[config.mk]
export PLATFORM = sky130hd
export DESIGN_NAME = bhr_bus_hold
export DESIGN_NICKNAME = d
export VERILOG_FILES = /design/src/design/bhr_pkg.sv /design/src/design/bhr_bus_hold.sv
export SDC_FILE = /design/constraint.sdc
export NUM_CORES = 1
export LEC_CHECK = 0
export BUFFER_PORTS_ARGS = -buffer_cell sky130_fd_sc_hd__buf_2
export CAP_MARGIN = 15
export CORE_MARGIN = 10
export CORE_UTILIZATION = 40
export DETAILED_ROUTE_END_ITERATION = 7
export HOLD_SLACK_MARGIN = 0.03
export PLACE_DENSITY = 0.67
export SLEW_MARGIN = 25
export SYNTH_ARGS = -nofsm -noshare
export SYNTH_HDL_FRONTEND = slang
export SYNTH_SLANG_ARGS = --single-unit
[constraint.sdc]
create_clock -name clk -period 5.1 [get_ports clk]
set_input_delay 0 -clock clk [delete_from_list [all_inputs] [get_ports clk]]
set_output_delay 0 -clock clk [all_outputs]
set_load 0.05 [all_outputs]
[src/design/bhr_pkg.sv]
/*
  Package for the bus-hold and reset pin sequencer: timing constants,
  state enumeration, the low-group carrier struct and the state register struct.
  Assumes one 100 MHz core clock, so one CPU clock period P is one cycle.
*/
package bhr_pkg;

  localparam int CLK_PERIOD_NS = 10;
  // Hold timing in CPU clock periods, as printed.
  localparam int HOLD_FLOAT_MIN_P  = 4;
  localparam int GRANT_DLY_MIN_P   = 1;
  localparam int GRANT_DLY_MAX_P   = 2;
  localparam int REL_GRANT_MIN_P   = 4;
  localparam int REL_GRANT_MAX_P   = 7;
  localparam int REL_DRIVE_MIN_P   = 3;
  localparam int REL_DRIVE_MAX_P   = 6;
  // Reset response, in output-clock cycles.
  localparam int RST_RESP_MIN_CYC  = 2;
  localparam int SDRAM_RUN_LEN     = 8;

  // Cycle counts; one P equals one clock here.
  localparam logic [3:0] FLOAT_CNT   = 4'(HOLD_FLOAT_MIN_P);
  localparam logic [3:0] GRANT_CNT   = 4'(GRANT_DLY_MIN_P);
  localparam logic [3:0] DRIVE_CNT   = 4'(REL_DRIVE_MIN_P);
  localparam logic [3:0] UNGRANT_CNT = 4'(REL_GRANT_MIN_P);
  localparam logic [1:0] RST_SYNC_LEN = 2'(RST_RESP_MIN_CYC);

  localparam logic [3:0]  DMA_EV_RST  = 4'h0;
  localparam logic [3:0]  INT_NUM_RST = 4'h0;

  typedef enum {
    ST_OWN,
    ST_DRAIN,
    ST_FLOAT,
    ST_GRANT,
    ST_RECLAIM,
    ST_UNGRANT
  } bhr_state_e;

  // Low-group outputs: forced low while reset is active.
  typedef struct packed {
    logic       intAck;
    logic [3:0] intNum;
    logic [3:0] dmaEvent;
    logic       powerdown;
    logic       timer0;
    logic       timer1;
  } bhr_low_grp_s;

  typedef struct packed {
    bhr_state_e state;
    logic [3:0] count;
    logic [1:0] holdSync;
    logic [2:0] rstSync;
    logic       inReset;
    logic       memDrive;
    logic       grantN;
    logic       hostSelLatched;
    logic [1:0] hostSelSync;
  } bhr_state_s;

endpackage

[src/design/bhr_bus_hold.sv]
/*
  Bus-hold handshake and reset pin-state control of the external memory
  port. Assumes the core supplies its transaction status and its
  functional values for each pin group; this block decides when the
  memory and serial/host pins float and gates the reset pin groups.
*/
`timescale 1ns/1ns
// Functional notes
// - float bus no sooner than 4P after request
// - grant low 1P to 2P after float
// - grant high 4P to 7P after release
// - redrive bus 3P to 6P after release
// - finish pending transfers before granting bus
// - worst delay: ready-stretched or SDRAM burst
// - idle bus grants after minimum delay
// - inhibit bit withholds grant indefinitely
// - floated set: all memory port pins
// - reset never controls the clock PLL
// - reset change acted on after two cycles
// - low group driven low in reset
// - host interrupt driven high in reset
// - memory, host data, serial pins float
// - host ready level set by host select
// - bus request synchronised, async allowed
module bhr_bus_hold
  import bhr_pkg::*;
(
  input  wire logic         clk,
  input  wire logic         resetn,
  input  wire logic         clkEn,
  input  wire logic         resetPinN,
  input  wire logic         busRequestN,
  input  wire logic         grantInhibitBit,
  input  wire logic         sdramBurstArbBit,
  input  wire logic         asyncReadyIn,
  input  wire logic         memBusy,
  input  wire logic         hostSelectIn,
  input  wire bhr_low_grp_s lowGrpCore,
  input  wire logic         hostIrqCore,
  input  wire logic         hostReadyCore,
  input  wire logic         hostDataOeCore,
  input  wire logic         serialOeCore,
  output logic              busGrantOut,
  output logic              memBusOe,
  output logic              memStartAllow,
  output logic              hostDataOe,
  output logic              serialOe,
  output logic              deviceInReset,
  output bhr_low_grp_s      lowGrpOut,
  output logic              hostIrqOut,
  output logic              hostReadyOut
);

  bhr_state_s r, n;
  logic       holdReq;
  logic       idle;

  // Request seen low after the second synchroniser stage.
  assign holdReq = ~r.holdSync[1];
  // Busy covers ready-stretched async and chained SDRAM accesses; the
  // burst-arbitration bit only lengthens the run the core reports.
  assign idle = ~memBusy;

  always_comb begin
    n = r;
    n.holdSync = {r.holdSync[0], busRequestN};
    // Reset pin is acted on only after passing three flops.
    n.rstSync  = {r.rstSync[1:0], resetPinN};
    n.inReset  = ~r.rstSync[RST_SYNC_LEN];
    // The host select pin is asynchronous, so it is synchronised first.
    n.hostSelSync = {r.hostSelSync[0], hostSelectIn};
    if (r.count != 4'h0) begin
      n.count = r.count - 4'h1;
    end
    case (r.state)
      ST_OWN: begin
        // Inhibit keeps the handshake from starting; new transfers still stop.
        if (holdReq && !grantInhibitBit && !r.inReset) begin
          n.state = ST_DRAIN;
          n.count = FLOAT_CNT - 4'h1;
        end
      end
      ST_DRAIN: begin
        // Wait both for the minimum and for pending work.
        // Setting the inhibit bit mid-drain also abandons the hold.
        if (!holdReq || grantInhibitBit) begin
          n.state = ST_OWN;
        end else if (r.count == 4'h0 && idle) begin
          n.state    = ST_FLOAT;
          n.memDrive = 1'b0;
          n.count    = GRANT_CNT - 4'h1;
        end
      end
      ST_FLOAT: begin
        if (r.count == 4'h0) begin
          n.state  = ST_GRANT;
          n.grantN = 1'b0;
        end
      end
      ST_GRANT: begin
        if (!holdReq) begin
          n.state = ST_RECLAIM;
          n.count = DRIVE_CNT - 4'h2;
        end
      end
      ST_RECLAIM: begin
        if (r.count == 4'h0) begin
          n.state    = ST_UNGRANT;
          n.memDrive = 1'b1;
          n.count    = UNGRANT_CNT - DRIVE_CNT - 4'h1;
        end
      end
      ST_UNGRANT: begin
        if (r.count == 4'h0) begin
          n.state  = ST_OWN;
          n.grantN = 1'b1;
        end
      end
      default: begin
        n.state = ST_OWN;
      end
    endcase
    // Host select level captured while reset is held.
    if (r.inReset) begin
      n.hostSelLatched = r.hostSelSync[1];
    end
  end

  always_ff @(posedge clk or negedge resetn) begin
    if (!resetn) begin
      r <= '{state: ST_OWN, count: 4'h0, holdSync: 2'h3, rstSync: 3'h7,
             inReset: 1'b0, memDrive: 1'b1, grantN: 1'b1,
             hostSelLatched: 1'b1, hostSelSync: 2'h3};
    end else if (clkEn) begin
      r <= n;
    end
  end

  // The PLL is outside this block; the reset pin touches only pins.
  assign deviceInReset = r.inReset;
  assign busGrantOut   = r.grantN;
  // The floated set is the whole memory port, one shared enable.
  assign memBusOe      = r.memDrive & ~r.inReset;
  assign hostDataOe    = hostDataOeCore & ~r.inReset;
  assign serialOe      = serialOeCore & ~r.inReset;
  // New transfers stop as soon as the synchronised request is seen.
  assign memStartAllow = (r.state == ST_OWN) && !holdReq && !r.inReset;
  assign lowGrpOut     = r.inReset ? '0 : lowGrpCore;
  assign hostIrqOut    = r.inReset ? 1'b1 : hostIrqCore;
  assign hostReadyOut  = r.inReset ? ~r.hostSelLatched
                                   : hostReadyCore;
endmodule

== Word-level counts from Yosys, hierarchy flattened ==
Cells that the tools add are included.

* $add $sub $neg: 1
* Multipliers: 0
* Divide/modulo/power cells: 0
* $lt $le $gt $ge: 0
* Equal/unequal tests: 13
* Shift operators: 0
* Mux-type cells: 20
* Bitwise gates (word level): 8
* Reduce and logical (&&, ||, !) cells: 18

{| class="wikitable"
|+ Operators by type and width
! operator !! count
|-
| 32-bit case mux with 6 select lines || 1
|-
| 36-bit 2-to-1 mux || 4
|-
| 32-bit 2-to-1 mux || 3
|-
| 32-bit by 2-bit equality test with 1-bit output (second input constant) || 2
|-
| 32-bit by 3-bit equality test with 1-bit output (second input constant) || 2
|-
| 32-bit zero test || 2
|-
| 32-bit by 1-bit equality test with 1-bit output (second input constant) || 1
|-
| 4-bit case mux with 4 select lines || 1
|-
| 2-bit inequality test (second input constant) || 7
|-
| 12-bit 2-to-1 mux || 1
|-
| 4-bit 2-to-1 mux || 2
|-
| 7-bit AND reduction || 1
|-
| 1-bit 2-to-1 mux || 6
|-
| 1-bit logical AND || 5
|-
| 1-bit inverter || 5
|-
| 5-bit AND reduction || 1
|-
| 4-bit zero test || 1
|-
| 1-bit case mux with 2 select lines || 2
|-
| 4-bit AND reduction || 1
|-
| 2-bit nonzero test || 2
|-
| 4-bit nonzero test || 1
|-
| 4-bit by 1-bit subtractor with 4-bit output (second input constant) || 1
|-
| 1-bit bitwise AND || 3
|-
| 3-bit inequality test (second input constant) || 1
|-
| 3 further kinds || 4
|}

* Register bits after elaboration: 47
* Bits in latches: 0
* Bits in writable memories: 0
* Bits in read-only memories: 0
* Input bits: 26
* Memories: 0

== Longest topological paths before layout ==
* Depth in word-level cells: 5
* Depth in mapped cells: 9

== Worst setup path after synthesis ==
Ideal clock, no wire load.

* Path type: flip-flop to output port
* From: reg r, in the netlist deviceInReset
* To: out hostReadyOut
* Arrival time: 2165 ps
* Required time: 5100 ps
* Slack: 2935 ps
* Stages on the path, launching flop included: 4
* Cells stage by stage: dfrtp_1 > clkbuf_1 > clkbuf_1 > mux2i_1

* Longest elaborated chain between the ends: 1

{| class="wikitable"
|+ Ends and longest elaborated chain
! item !! RTL line !! source
|-
| start: declaration || bhr_bus_hold.sv:54 || <nowiki>bhr_state_s r, n;</nowiki>
|-
| start signal: assignment || bhr_bus_hold.sv:131 || <nowiki>r <= '{state: ST_OWN, count: 4'h0, holdSync: 2'h3, rstSync: 3'h7,</nowiki>
|-
| start signal: assignment || bhr_bus_hold.sv:135 || <nowiki>r <= n;</nowiki>
|-
| 1-bit 2-to-1 mux || bhr_bus_hold.sv:150 || <nowiki>assign hostReadyOut = r.inReset ? ~r.hostSelLatched</nowiki>
|-
| end: declaration || bhr_bus_hold.sv:51 || <nowiki>output logic hostReadyOut</nowiki>
|}

Every way passes these cells.

== Final worst setup path ==
* From: reg r[12] (netlist bit)
* To: reg r[15] (netlist bit)

* Longest elaborated chain between the ends: 4
* Elaborated cells between the ends (all ways): 7

{| class="wikitable"
|+ Ends and longest elaborated chain
! item !! RTL line !! source
|-
| 4-bit zero test * || - ||
|-
| 1-bit logical AND || bhr_bus_hold.sv:88 || <nowiki>end else if (r.count == 4'h0 && idle) begin</nowiki>
|-
| 3-bit inequality test (no line) || - ||
|-
| 7-bit AND reduction (no line) * || - ||
|}

Mark *: on every way between the ends. The rest lies on a longest branch, timed or not.
A chain may end at the register's enable or synchronous reset.

==> impl_metrics.toml <==
[cells_and_area]
multi_input_area_um2 = 680.7
final_nets = 206
layout-drive-gt1-share_pct = 40.68
area_growth_pct = 24.57
design_area_um2 = 1523
post-route-util_pct = 51.13
regArea_um2 = 462.9
num_antenna_cells = 0
n_fill_cell = 286

[pwr]
clockPowerShare_pct = 15.6
p_int_mw = 0.3238
power.leakage_nw = 0.7116
vdd_drop_max_mv = 0.1582
total_power_mw = 0.5860
power_switching_mw = 0.2622
seqPwrFrac_pct = 40.6
switching_share_pct = 44.75
powerDensity_nw_per_um2 = 384.9
comb_power_share_pct = 43.8

[synth]
synth-xor-area-share_pct = 0
synth_top_area_cell = "dfstp_2"
synth-edff-count = 0
syn_area_um2 = 1222
synth.most_common_cell = "nor2b_1"
ys_warn_count = 0
ys_ff_latch = 18
synth_top_family_by_area = "simple AND/OR/NAND/NOR gates"
yosys.area_share.simple_pct = 25.59
synth-compound-area-share_pct = 18.22
synth_cell_type_count = 47
avgSynthCellArea_um2 = 8.988
seq_area_frac_synth_pct = 37.87
synthTopCellsByCount = "nor2b_1, dfstp_2, o21ai_0"
synthArstFlopShare_pct = 100.0
netlist_instances = 136
muxShareOfSynthArea_pct = 9.826
ys.flop_type = "dfstp_2"
synth_top_area_share_pct = 21.49
synthTopCellsByArea = "dfstp_2, dfrtp_1, nor2b_1, mux2_2, o21ai_0"
synthAdderAreaFrac_pct = 2.047
syn_nets = 164

[sta]
skew_ns = 0.01832
finalMaxSlewViolations = 0
finalSetupViolCount = 0
layout_setup_ws_ns = 2.869
worst_slew_pin_slew_ns = 0.6671
max_freq_mhz = 448.3
fin_crit_ns = 2.231
finalCritPeriodShare_pct = 43.74
relSlewSlack_pct = 55.52
grt_setup_unrepaired = "false"
hold_viol_final = 0
fin_setup_tns_ns = 0

[critical_path]
end_kind = "flop"
r2r_start = "r[12]$_DFFE_PN0P_"
cp.arrival_ns = 2.43
worstPathRequired_ns = 5.30
timing.rr.end = "r[15]$_DFFE_PN0P_"
reg2regPathDepth = 7
startpoint_type = "flop"
regToRegSetupSlack_ns = 2.87
crit_fanout = 8
path_class = "flop to flop"

[place]
post-place-ws_ns = 2.897
routabilityCongestion = 0.8224
dp_hpwl_mm = 2.363
portBuffers = 43
placed_area_um2 = 1436

[cts]
cts.sinks = 18
cts_resized = 0
post-cts-setup-buffers = 0
cts_tree = "yes"
clkTransAtPathRegs_ns = 0.12
clock_path_buffers = 2
clock_latency_ns = 0.30
root_buffer = "clkbuf_4"
cts-buffers-inserted = 3
ctsHoldBuffers = 5
cts_htree_levels = 1

[drt]
num_vias = 1174
ant_nets = 0
drt-total-wl_mm = 3.078
drc = 0
wl_per_cell_um = 14.66
firstDrtPassIters = 4
drt_iter0_markers = 109
vias_per_cell = 5.590

[min_path]
hold_start = "grantInhibitBit"
whs_endpoint = "r[16]$_DFFE_PN0P_"
hp-class = "input pin to flop"
hold_depth = 4

[floorplan]
dieArea_um2 = 5667
die_h_um = 75.28
die_width_um = 75.28
io_pins = 46
rows = 20
initial_core_util_pct = 41.05
core_area_um2 = 2978

[global_routing]
overflow = 0
grt_max_degree = 23
grt_usage_pct = 11.20
grt_pass1_vias = 1194
grt_pass1_wl_mm = 5.154
grt_antenna_before_repair = 0

[status]
status = "finished clean"

[run]
maxCapViolCount = 0
[kinds of logic (layout without fill, tap and decap cells)]
group,after synthesis,count (layout)
AO/OA/AOI/OAI,32,32
buffers and inverters,20,61
multiplexers,11,11
adder cells (fa/ha/maj),2,2
flip-flops,18,18
AND/OR/NAND/NOR,53,53
[state kept, by name, summed over array words and instances, names as in the netlist]
name,flops
busGrantOut,1
r,12
deviceInReset,1
n,4
[placed cells by master, fill, tap and decap left out, types with 3 or more instances in the layout]
| master | n |
|---|---|
| nand2_1 | 8 |
| o21ai_0 | 10 |
| dfrtp_1 | 8 |
| nor2_1 | 8 |
| dlygate4sd3_1 | 5 |
| inv_1 | 8 |
| buf_2 | 43 |
| nor2b_1 | 15 |
| mux2i_1 | 3 |
| clkbuf_4 | 3 |
| mux2_2 | 7 |
| dfstp_2 | 10 |
| nor3_1 | 4 |
| a21oi_1 | 3 |
[layout make-up]
class / count / share of cell area [%]
multi-input combinational: 98 / 44.70
sequential: 18 / 30.40
timing repair buffer: 48 / 17.42
tap: 33 / 2.712
clock buffer: 4 / 2.383
inverter: 9 / 2.383
[power groups by stage]
stage | clock (mW) | sequential (mW) | combinational [mW]
3_5_place_dp | 0 | 0.239 | 0.255
4_1_cts | 0.0939 | 0.236 | 0.259
6_report | 0.0914 | 0.238 | 0.257
2_1_floorplan | 0 | 0.219 | 0.214
5_1_grt | 0.102 | 0.246 | 0.280
3_3_place_gp | 0 | 0.236 | 0.249
[layer usage]
| metal | routed length [µm] | global-route usage (%) |
|---|---|---|
| met1 | 1287 | 13.04 |
| met2 | 1497 | 18.32 |
| met3 | 280 | 5.665 |
| met4 | 13 | 1.649 |
| met5 | 0 | 0 |
[worst max-delay path, cell delays in order, from the launching register on]
cell     delay, ns
dfrtp_1       0.42
inv_1         0.10
ha_1          0.22
nor3b_4       0.40
inv_4         0.10
a221o_1       0.37
nor3_2        0.19
mux2_1        0.33
[stage by stage]
step                      cells  hold WS [ns]
after floorplan             136       -0.2956
after global placement      201      -0.05160
after detailed placement    201      -0.04498
after CTS                   210       0.06102
after global routing        210       0.08332
final                       210       0.06898
[how the worst max path moves through the flow]
stage	start	end	depth (start not counted)
2_1_floorplan	deviceInReset$_DFFE_PN0P_	hostReadyOut	3
3_3_place_gp	r[11]$_DFFE_PN0P_	r[15]$_DFFE_PN0P_	7
3_5_place_dp	r[12]$_DFFE_PN0P_	r[15]$_DFFE_PN0P_	7
4_1_cts	r[12]$_DFFE_PN0P_	r[15]$_DFFE_PN0P_	7
5_1_grt	r[12]$_DFFE_PN0P_	r[11]$_DFFE_PN0P_	9
6_report	r[12]$_DFFE_PN0P_	r[15]$_DFFE_PN0P_	7
Note: power is estimated with default switching activity, not from simulation.
